File: src/verilog/cskd_pkg.sv
/*
 * Constants and types shared by the skip and operand decoder and its
 * machine-cycle divider.
 * Assumes one 100 MHz system clock and an instruction fetch stage that
 * classifies each instruction before handing it over.
 */
package cskd_pkg;

    // -------------------------------------------------------------
    // Instruction classes handed over by the fetch stage
    // -------------------------------------------------------------
    typedef enum logic [2:0] {
        CSKD_K_OTHER   = 3'h0,  // No skip, no carry, no bank effect
        CSKD_K_ADC_PTR = 3'h1,  // add_carry A through pointer_pair
        CSKD_K_SUB_PTR = 3'h2,  // sub_borrow A through pointer_pair
        CSKD_K_AIS     = 3'h3,  // add_skip A, immediate
        CSKD_K_SKIPCAP = 3'h4,  // Increment / decrement with skip
        CSKD_K_MBS     = 3'h5,  // mem_bank_select
        CSKD_K_RBS     = 3'h6,  // reg_bank_select
        CSKD_K_REF     = 3'h7   // lookup_exec
    } cskd_kind_e;

    // -------------------------------------------------------------
    // Register field decode
    // -------------------------------------------------------------
    typedef enum logic [2:0] {
        CSKD_R_SUM_NIB    = 3'h0,
        CSKD_R_SUM_HI_NIB = 3'h1,
        CSKD_R_PTR_BOTTOM = 3'h2,
        CSKD_R_PTR_TOP    = 3'h3,
        CSKD_R_PAIR1_LOW  = 3'h4,
        CSKD_R_PAIR1_UP   = 3'h5,
        CSKD_R_PAIR2_LOW  = 3'h6,
        CSKD_R_PAIR2_UP   = 3'h7
    } cskd_reg_e;

    typedef enum logic [1:0] {
        CSKD_P_SUM_PAIR     = 2'h0,
        CSKD_P_POINTER_PAIR = 2'h1,
        CSKD_P_PAIR1        = 2'h2,
        CSKD_P_PAIR2        = 2'h3
    } cskd_pair_e;

    // -------------------------------------------------------------
    // Sequencer states
    // -------------------------------------------------------------
    typedef enum logic [0:0] {
        CSKD_S_RUN     = 1'b0,
        CSKD_S_PENALTY = 1'b1
    } cskd_state_e;

    // -------------------------------------------------------------
    // Lengths, penalties, field positions
    // -------------------------------------------------------------
    localparam logic [1:0] CSKD_LEN_3BYTE   = 2'h3;
    localparam logic [1:0] CSKD_PEN_NONE    = 2'h0;
    localparam logic [1:0] CSKD_PEN_SHORT   = 2'h1;  // 1- or 2-byte skipped
    localparam logic [1:0] CSKD_PEN_LONG    = 2'h2;  // 3-byte skipped
    localparam logic [1:0] CSKD_PEN_REF     = 2'h1;  // lookup_exec skipped
    localparam int         CSKD_BANK_W      = 8;
    localparam int         CSKD_MBANK_LSB   = 4;     // Memory bank nibble
    localparam int         CSKD_RBANK_LSB   = 0;     // Register bank nibble
    localparam int         CSKD_IMM4_W      = 4;
    localparam int         CSKD_IMM8_W      = 8;
    localparam logic [7:0] CSKD_BANK_RST    = 8'h00;

    // -------------------------------------------------------------
    // CPU clock rate select and dividers
    // -------------------------------------------------------------
    localparam logic [1:0] CSKD_PCTL_SLOW   = 2'h0;
    localparam logic [1:0] CSKD_PCTL_MID    = 2'h1;
    localparam int         CSKD_DIV_SLOW    = 64;
    localparam int         CSKD_DIV_MID     = 8;
    localparam int         CSKD_DIV_FAST    = 4;

endpackage

File: src/verilog/cskd_mcyc_div.sv
/*
 * Machine-cycle enable divider: one-cycle pulse per selected CPU clock.
 * Assumes the rate select comes from logic on the same clock.
 */
`timescale 1ns/1ns
`default_nettype none

module cskd_mcyc_div
    import cskd_pkg::*;
#(
    parameter int DIV_SLOW = CSKD_DIV_SLOW,
    parameter int DIV_MID  = CSKD_DIV_MID,
    parameter int DIV_FAST = CSKD_DIV_FAST
) (
    // Clock and reset
    input  wire logic       clk_i,
    input  wire logic       rstn_i,
    // Rate select and pulse
    input  wire logic [1:0] sel_i,
    output logic            en_o
);
    import cskd_pkg::*;

    typedef struct packed {
        logic [6:0] cnt;
        logic       en;
    } cskd_div_s;

    cskd_div_s  st_r;
    cskd_div_s  st_nxt;
    logic [6:0] last;

    // ---------------------------------------------------------
    // Terminal count follows the rate select at once
    // ---------------------------------------------------------
    always_comb begin
        case (sel_i)
            CSKD_PCTL_SLOW: last = 7'(DIV_SLOW - 1);
            CSKD_PCTL_MID:  last = 7'(DIV_MID - 1);
            default:        last = 7'(DIV_FAST - 1);
        endcase
        st_nxt = st_r;
        // Compare >= so a rate change mid-count never overruns
        if (st_r.cnt >= last) begin
            st_nxt.cnt = 7'h00;
            st_nxt.en  = 1'b1;
        end else begin
            st_nxt.cnt = st_r.cnt + 7'h01;
            st_nxt.en  = 1'b0;
        end
    end

    // State register
    always_ff @(posedge clk_i or negedge rstn_i) begin
        if (!rstn_i) begin
            st_r <= '0;
        end else begin
            st_r <= st_nxt;
        end
    end

    assign en_o = st_r.en;

endmodule

`default_nettype wire

File: src/verilog/cskd_top.sv
/*
 * Skip and operand decoder of a 4-bit CPU core: skip sequencing, the
 * carry/skip pairing, skip penalty cycles, register field and immediate
 * extraction, and the bank selection word.
 * Assumes a fetch stage that presents one classified instruction at a
 * time, holds it while BUSY_O is high, and an ALU that reports the
 * carry, overflow or borrow of the instruction it is executing.
 */
// What this block does
// - add_skip right after paired add_carry/sub_borrow never skips its follower.
// - add_carry overflow skips the add_skip; else all run in order.
// - sub_borrow without borrow skips the add_skip; with borrow all run.
// - Paired add_carry/sub_borrow raise skip signal and update carry flag.
// - Decode three-bit register field to nibble registers and eight-bit pairs.
// - Skip penalty: none, one cycle for 1/2-byte, two for 3-byte.
// - A skipped lookup_exec always costs exactly one machine cycle.
// - Bank select instructions are skippable; skipped ones keep banks unchanged.
// - One machine cycle per selected CPU clock, three rates by power_ctl.
// - Short immediates are 4-bit, long immediates 8-bit.
// - Eight-bit bank_select_word holds memory and register bank selections.
// - Increment, decrement, add_skip overflow skips next; carry flag unchanged.
`timescale 1ns/1ns
`default_nettype none

module cskd_top
    import cskd_pkg::*;
(
    // Clock and reset
    input  wire logic                   CLK_I,
    input  wire logic                   RSTN_I,
    // CPU clock rate from power_ctl
    input  wire logic [1:0]             PWR_SEL_I,
    // Instruction hand-over from fetch
    input  wire logic                   INSTR_VALID_I,
    input  wire cskd_pkg::cskd_kind_e   INSTR_KIND_I,
    input  wire logic [1:0]             INSTR_LEN_I,
    input  wire logic [7:0]             INSTR_B0_I,
    input  wire logic [7:0]             INSTR_B1_I,
    // ALU result flag of the executing instruction
    input  wire logic                   ALU_CARRY_I,
    // Sequencing
    output logic                        MCYC_EN_O,
    output logic                        BUSY_O,
    output logic                        TAKE_O,
    output logic                        SKIP_O,
    output logic                        SUPPRESS_O,
    output logic [1:0]                  PC_ADV_O,
    // Carry flag update
    output logic                        CARRY_WE_O,
    output logic                        CARRY_O,
    // Decoded operands
    output cskd_pkg::cskd_reg_e         REG_ID_O,
    output cskd_pkg::cskd_pair_e        PAIR_ID_O,
    output logic [CSKD_IMM4_W-1:0]      IMM4_O,
    output logic [CSKD_IMM8_W-1:0]      IMM8_O,
    // Bank selection word
    output logic [CSKD_BANK_W-1:0]      BANK_SEL_O
);
    import cskd_pkg::*;

    // ---------------------------------------------------------
    // State
    // ---------------------------------------------------------
    typedef struct packed {
        cskd_state_e            seq;
        logic [1:0]             pen;       // Penalty cycles left
        logic                   skip_pend; // Next instruction is skipped
        logic                   pair;      // Last take was executed paired arith
        logic                   skip;
        logic                   suppress;
        logic [1:0]             pc_adv;
        logic                   carry_we;
        logic                   carry;
        cskd_reg_e              reg_id;
        cskd_pair_e             pair_id;
        logic [CSKD_IMM4_W-1:0] imm4;
        logic [CSKD_IMM8_W-1:0] imm8;
        logic [CSKD_BANK_W-1:0] bank;
    } cskd_st_s;

    cskd_st_s st_r;
    cskd_st_s st_nxt;
    logic     mcyc_en;
    logic     take;

    // ---------------------------------------------------------
    // Decode functions
    // ---------------------------------------------------------
    // Nibble register from the r2..r0 field
    function automatic cskd_reg_e reg_decode(input logic [2:0] f);
        reg_decode = cskd_reg_e'(f);
    endfunction

    // Pair from the same field; r0 is ignored for pairs
    function automatic cskd_pair_e pair_decode(input logic [2:0] f);
        pair_decode = cskd_pair_e'(f[2:1]);
    endfunction

    // Penalty of skipping an instruction of the given kind and length
    function automatic logic [1:0] skip_penalty(input cskd_kind_e k,
                                                input logic [1:0] len);
        if (k == CSKD_K_REF) begin
            skip_penalty = CSKD_PEN_REF;
        end else if (len == CSKD_LEN_3BYTE) begin
            skip_penalty = CSKD_PEN_LONG;
        end else begin
            skip_penalty = CSKD_PEN_SHORT;
        end
    endfunction

    // ---------------------------------------------------------
    // Machine-cycle enable
    // ---------------------------------------------------------
    // One pulse per CPU clock; every sequencing step waits for it
    cskd_mcyc_div u_div (
        .clk_i  (CLK_I),
        .rstn_i (RSTN_I),
        .sel_i  (PWR_SEL_I),
        .en_o   (mcyc_en)
    );

    // An instruction is taken only in run state on a machine cycle
    assign take = mcyc_en && INSTR_VALID_I && (st_r.seq == CSKD_S_RUN);

    // ---------------------------------------------------------
    // Next state
    // ---------------------------------------------------------
    always_comb begin
        st_nxt          = st_r;
        st_nxt.skip     = 1'b0;
        st_nxt.suppress = 1'b0;
        st_nxt.pc_adv   = 2'h0;
        st_nxt.carry_we = 1'b0;

        case (st_r.seq)
            CSKD_S_RUN: begin
                if (take) begin
                    // Program counter always moves past the instruction
                    st_nxt.pc_adv = INSTR_LEN_I;
                    if (st_r.skip_pend) begin
                        // Discard: no carry, no bank, no new skip
                        st_nxt.suppress  = 1'b1;
                        st_nxt.skip_pend = 1'b0;
                        st_nxt.pair      = 1'b0;
                        st_nxt.pen       = skip_penalty(INSTR_KIND_I, INSTR_LEN_I);
                        st_nxt.seq       = CSKD_S_PENALTY;
                    end else begin
                        // Operands latched only for executed instructions
                        st_nxt.reg_id  = reg_decode(INSTR_B0_I[2:0]);
                        st_nxt.pair_id = pair_decode(INSTR_B0_I[2:0]);
                        st_nxt.imm4    = INSTR_B0_I[CSKD_IMM4_W-1:0];
                        st_nxt.imm8    = INSTR_B1_I;
                        st_nxt.pair    = 1'b0;
                        case (INSTR_KIND_I)
                            CSKD_K_ADC_PTR: begin
                                // Overflow skips a following add_skip
                                st_nxt.carry_we  = 1'b1;
                                st_nxt.carry     = ALU_CARRY_I;
                                st_nxt.skip_pend = ALU_CARRY_I;
                                st_nxt.skip      = ALU_CARRY_I;
                                st_nxt.pair      = 1'b1;
                            end
                            CSKD_K_SUB_PTR: begin
                                // No borrow is the skip condition here
                                st_nxt.carry_we  = 1'b1;
                                st_nxt.carry     = ALU_CARRY_I;
                                st_nxt.skip_pend = !ALU_CARRY_I;
                                st_nxt.skip      = !ALU_CARRY_I;
                                st_nxt.pair      = 1'b1;
                            end
                            CSKD_K_AIS: begin
                                // Muted right after paired arithmetic
                                st_nxt.skip_pend = ALU_CARRY_I && !st_r.pair;
                                st_nxt.skip      = ALU_CARRY_I && !st_r.pair;
                            end
                            CSKD_K_SKIPCAP: begin
                                // Carry flag deliberately left alone
                                st_nxt.skip_pend = ALU_CARRY_I;
                                st_nxt.skip      = ALU_CARRY_I;
                            end
                            CSKD_K_MBS: begin
                                st_nxt.bank[CSKD_MBANK_LSB +: CSKD_IMM4_W] =
                                    INSTR_B1_I[CSKD_IMM4_W-1:0];
                            end
                            CSKD_K_RBS: begin
                                st_nxt.bank[CSKD_RBANK_LSB +: CSKD_IMM4_W] =
                                    INSTR_B1_I[CSKD_IMM4_W-1:0];
                            end
                            default: begin
                            end
                        endcase
                    end
                end
            end
            CSKD_S_PENALTY: begin
                // Extra machine cycles after a discarded instruction
                if (mcyc_en) begin
                    if (st_r.pen <= CSKD_PEN_SHORT) begin
                        st_nxt.pen = CSKD_PEN_NONE;
                        st_nxt.seq = CSKD_S_RUN;
                    end else begin
                        st_nxt.pen = st_r.pen - 2'h1;
                    end
                end
            end
            default: begin
                st_nxt.seq = CSKD_S_RUN;
            end
        endcase
    end

    // ---------------------------------------------------------
    // State register
    // ---------------------------------------------------------
    // Bank word is part of the suppressed effects, hence by skip
    always_ff @(posedge CLK_I or negedge RSTN_I) begin
        if (!RSTN_I) begin
            st_r      <= '0;
            st_r.bank <= CSKD_BANK_RST;
        end else begin
            st_r <= st_nxt;
        end
    end

    // ---------------------------------------------------------
    // Outputs
    // ---------------------------------------------------------
    // Handshake terms combinational, data from the state register
    assign MCYC_EN_O  = mcyc_en;
    assign BUSY_O     = (st_r.seq == CSKD_S_PENALTY);
    assign TAKE_O     = take;
    assign SKIP_O     = st_r.skip;
    assign SUPPRESS_O = st_r.suppress;
    assign PC_ADV_O   = st_r.pc_adv;
    assign CARRY_WE_O = st_r.carry_we;
    assign CARRY_O    = st_r.carry;
    assign REG_ID_O   = st_r.reg_id;
    assign PAIR_ID_O  = st_r.pair_id;
    assign IMM4_O     = st_r.imm4;
    assign IMM8_O     = st_r.imm8;
    assign BANK_SEL_O = st_r.bank;

endmodule

`default_nettype wire

File: config.mk
export PLATFORM = sky130hd
export DESIGN_NAME = cskd_top
export DESIGN_NICKNAME = d
export VERILOG_FILES = /design/src/verilog/cskd_pkg.sv /design/src/verilog/cskd_mcyc_div.sv /design/src/verilog/cskd_top.sv
export SDC_FILE = /design/constraint.sdc
export NUM_CORES = 1
export LEC_CHECK = 0
export ABC_AREA = 1
export BUFFER_PORTS_ARGS = -buffer_cell sky130_fd_sc_hd__buf_2
export CORE_UTILIZATION = 55
export DETAILED_ROUTE_END_ITERATION = 12
export PLACE_DENSITY = 0.92
export SYNTH_ARGS = -nofsm -noshare
export SYNTH_HDL_FRONTEND = slang
export SYNTH_SLANG_ARGS = --single-unit
File: constraint.sdc
create_clock -name CLK_I -period 4.41 [get_ports CLK_I]
set_clock_uncertainty 0.15 [all_clocks]
set_input_delay 0.441 -clock CLK_I [delete_from_list [all_inputs] [get_ports CLK_I]]
set_output_delay 0.441 -clock CLK_I [all_outputs]
set_load 0.03 [all_outputs]
Word level (Yosys, flattened, before mapping). Index checks and enable logic that the tools add are counted.

Register bits: 44. Input bits: 27. Output and inout bits: 34. Logic and storage cells: 69.

Add/sub/neg operators: 2. $lt $le $gt $ge: 2. Equality and inequality tests: 12. Mux-type cells: 20. Bitwise operators: 2. Reductions and logical operators: 14.

Operators by type and width (number): two-way mux 36 bit (1); two-way mux 31 bit (1); two-way mux 27 bit (1); == test 3 bit (second input constant) (4); case mux 6 bit (2 select lines) (1); AND reduction 4 bit (3); two-way mux 2 bit (5); two-way mux 4 bit (2); two-way mux 8 bit (1); adder 7 x 1 -> 7 bit (second input constant) (1); >= comparator 7 x 6 -> 1 bit (1); == test 3 x 2 -> 1 bit (second input constant) (2); two-way mux 3 bit (2); case mux 3 bit (2 select lines) (1); AND reduction 3 bit (2); two-way mux 1 bit (4); != test 2 bit (second input constant) (2); OR reduction 2 bit (2); == test 3 x 1 -> 1 bit (second input constant) (1); logical AND 1 bit (3); case mux 1 bit (3 select lines) (1); == test 2 x 1 -> 1 bit (second input constant) (1); == test 2 bit (second input constant) (1); less-or-equal comparator 2 x 1 -> 1 bit (second input constant) (1); 6 further kinds (8).

Depth between registers and ports, before layout.
Word-level depth: 6. Depth in mapped cells: 7. Depth with buffers taken out: 7.

Modules after synthesis. A second synthesis with hierarchy kept.

Cell total of the unflattened synthesis: 230. Area total of the unflattened synthesis: 1994.4 sq um.

By module, submodules not included: cskd_top (times used 1, cells an instance 177, area an instance 1544.0 sq um, seq. area each 775.7 sq um); cskd_mcyc_div (times used 1, cells an instance 53, area an instance 450.4 sq um, seq. area each 200.2 sq um).

Worst setup path before layout. OpenSTA, ideal clock, no wires.

Kind: input to register. Start: in PWR_SEL_I[1]. End: reg u_div.st_r[1] in the netlist's numbering. Setup time: 126 ps. Data arrival time: 1532 ps. Required time: 4134 ps. Path slack: 2602 ps. Cell stages on the path: 7. Buffers on the path: 0. Path through: or2_2 ha_1 nand2_1 nor2_1 nand3b_1 nand3_1 nor2_1.

RTL lines: start: declaration (RTL line cskd_top.sv:32) `input wire logic [1:0] PWR_SEL_I,`; end signal: assignment (RTL line cskd_mcyc_div.sv:58) `st_r <= st_nxt;`; end: declaration (RTL line cskd_mcyc_div.sv:29) `cskd_div_s st_r;`.

Worst setup path after layout.
Start: reg st_r (netlist bit BUSY_O). End: out TAKE_O.

Word-level cells in the longest chain between the ends: 2.

RTL lines: start: declaration (RTL line cskd_top.sv:81) `cskd_st_s st_r;`; start signal: assignment (RTL line cskd_top.sv:221) `st_r <= st_nxt;`; NOT 1 bit (no source line); logical AND 1 bit (RTL line cskd_top.sv:123) `assign take = mcyc_en && INSTR_VALID_I && (st_r.seq == CSKD_S_RUN);`; end: declaration (RTL line cskd_top.sv:44) `output logic TAKE_O,`.

Every way passes these cells.

==> flow_metrics.py <==
metrics = {
    "status": {
        "status": "finished clean",
    },
    "synth": {
        "ys_types": 22,
        "ys_ff_latch": 39,
        "synth_edf_count": 0,
        "synth-xor-area-share_pct": 1.325,
        "syn-num-nets": 263,
        "netlist_area_um2": 1983,
        "synth-async-reset-ratio_pct": 100.0,
        "synth_mux_area_share_pct": 0,
        "synth_top_area_cell": "dfrtp_1",
        "yosysMostFrequentCell": "nand2_1",
        "netlist_top_cells_area": "dfrtp_1 (49%), nand2_1 (15%), buf_4 (10%)",
        "synthAdderAreaFrac_pct": 3.155,
        "synthSimpleGateAreaFrac_pct": 29.34,
        "synth_top_cell_area_share_pct": 49.21,
        "syn_inst": 231,
        "synth_flop_cell": "dfrtp_1",
        "yosys_warnings": 0,
        "synth_area_per_cell_um2": 8.585,
        "synth_common_cells": "nand2_1 (79), dfrtp_1 (39), buf_4 (27)",
        "synth-compound-area-share_pct": 1.009,
        "synth_top_family_by_area": "simple AND/OR/NAND/NOR gates",
        "synth_seq_area_share_pct": 49.21,
    },
    "sta": {
        "whs_ns": 0.03653,
        "rsz0062_at_grt": "no",
        "hold_viol_final": 0,
        "setup_tns_ns": 0,
        "setup_viol": 0,
        "period_minus_slack_ns": 1.881,
        "fmax_ghz": 0.5317,
        "slew_headroom_pct": 45.25,
        "slew_violations": 0,
        "tightestPinTransition_ns": 0.8212,
        "fin_crit_sh_pct": 42.64,
    },
    "floorplanning": {
        "die_area_um2": 3850,
        "coreArea_um2": 3390,
        "die_w_um": 62.05,
        "die_y_um": 62.05,
        "rows": 21,
        "io_pins": 61,
        "start_util_pct": 58.51,
    },
    "clock_network": {
        "root_buffer": "clkbuf_4",
        "clock_latency_ns": 0.33,
        "path_clk_slew_ns": 0.11,
        "holdBufCountCts": 0,
        "cts_htree_levels": 2,
        "cts_tree": "built",
        "cts_resized": 0,
        "cts_sinks": 39,
        "cts_buffers": 5,
        "clk_path_buf_depth": 2,
        "post_cts_buffers": 0,
    },
    "setup_path": {
        "arrival_ns": 1.29,
        "cp_cell_sequence": "inv_1 -> nand3_4 -> inv_1 -> buf_2",
        "worstPathMaxFanout": 8,
        "cp.required_ns": 3.82,
        "cp-start-kind": "flop",
        "critical-path-max-stage-delay_ns": 0.43,
        "cpMostUsedCell": "inv_1",
        "path_class": "reg2out",
        "worstSetupEndpointType": "output pin",
        "slowest_stage": "dfrtp_1",
    },
    "flow_run": {
        "drv_cap": 0,
    },
    "pwr": {
        "ir_worst_vdd_uv": 342.4,
        "finalPower_uw": 1418,
        "power.density_nw_per_um2": 661.3,
        "p_leak_uw": 0.001270,
    },
    "hold_path": {
        "hold_path.class": "in2async",
    },
    "cells_and_area": {
        "drive_gt1_share_pct": 26.62,
        "nNetsFinal": 294,
        "area_growth_pct": 8.139,
        "fillerInstances": 294,
        "diodes": 0,
        "stdcell_area_um2": 2145,
    },
    "place": {
        "post_dp_cell_area_um2": 2076,
        "dp_hpwl_mm": 2.495,
        "portBuffers": 56,
        "place_congestion": 0.7886,
    },
    "grt": {
        "grt_max_degree": 40,
        "antenna_found_initial": 0,
        "grt-ovfl-total": 0,
        "grt_use_total_pct": 20.23,
        "grt_pass1_vias": 1352,
        "grt_pass1_wl_mm": 5.568,
    },
    "drt": {
        "wl_per_cell_um": 10.74,
        "first_pass_iters": 4,
        "via_count": 1494,
        "drt_iter0_markers": 66,
        "drc_errors": 0,
        "wl_mm": 3.319,
        "ant_nets": 0,
        "vias_per_cell": 4.835,
    },
}
==> registers in the layout, summed over array words and instances (netlist names) <==
| register | count |
|---|---|
| st_r | 4 |
| SUPPRESS_O | 1 |
| CARRY_WE_O | 1 |
| IMM4_O | 2 |
| BANK_SEL_O | 8 |
| u_div.en_o | 1 |
| IMM8_O | 8 |
| u_div.st_r | 7 |
| BUSY_O | 1 |
| CARRY_O | 1 |
| PC_ADV_O | 2 |
| SKIP_O | 1 |
| REG_ID_O | 2 |
==> per-layer routing <==
layer  wire length [um]  track usage (%)  vias up  part of all wire, %
li1                   -                -      764                    -
met1               1486            22.99      674                   45
met2               1566            34.80       48                   47
met3                207            6.004        8                  6.2
met4                 58            9.524        0                  1.7
met5                  0                0        -                    0
==> power by group <==
| group | internal [uW] | total [uW] | switching [uW] |
|---|---|---|---|
| sequential | 490 | 589 | 98.8 |
| clock | 93.9 | 200 | 106 |
| combinational | 184 | 630 | 446 |
==> worst max-delay path, delay by kind of cell, from the launching register on <==
kind	cells	cell delay [ns]
DFF	1	0.43
buffers and inverters	3	0.37
and+or+nand+nor	1	0.15
==> through the flow <==
| stage | util [%] | instances | worst slack (ns) |
|---|---|---|---|
| floorplan | - | 231 | 2.602 |
| CTS | 63.27 | 309 | 2.517 |
| detailed placement | 61.24 | 301 | 2.283 |
| global placement | 61.24 | 301 | 2.364 |
| finish | 63.27 | 309 | 2.529 |
| global route | 63.27 | 309 | 2.416 |
==> path summary, 6_finish.rpt <==
kind	slack (ns)	cells after the start	endpoint	start
setup / recovery	2.53	4	TAKE_O	BUSY_O
hold / removal	0.04	1	BANK_SEL_O[5]	RSTN_I
setup reg to reg	2.75	6	BANK_SEL_O[1]	BUSY_O
hold reg to reg	0.33	2	BANK_SEL_O[3]	BANK_SEL_O[3]
max in group asynchronous	3.55	1	CARRY_WE_O	RSTN_I
min in group CLK_I	0.15	3	REG_ID_O[0]	INSTR_B0_I[0]
==> placed cells by master (no fill, tap or decap) <==
cell type	instances
xnor2_1	1
o21ai_0	3
ha_1	5
nor2_4	2
nand3_1	14
inv_2	1
o21ai_1	1
nand3_4	1
inv_1	18
nand2_1	79
dfrtp_1	39
nor2_1	19
buf_2	56
or2_2	1
clkbuf_1	1
xor2_1	2
clkbuf_4	5
clkbuf_8	2
nor2_8	1
nand3b_1	2
nand4_1	9
nand2_2	1
==> kinds of logic after synthesis <==
logic type | Yosys count
buffers and inverters | 51
AND/OR/NAND/NOR | 129
XOR/XNOR | 3
adder cells (fa/ha/maj) | 5
AO/OA/AOI/OAI | 4
flip-flops | 39
==> layout make-up <==
cell class | instances | area, um2 | area share (%)
Sequential cell | 39 | 975.9 | 45.51
Clock buffer | 8 | 68.82 | 3.209
Inverter | 19 | 71.32 | 3.326
Multi-Input combinational cell | 141 | 690.7 | 32.21
Timing Repair Buffer | 56 | 280.3 | 13.07
Tap cell | 46 | 57.56 | 2.684
(Power assumes the default switching activity.)
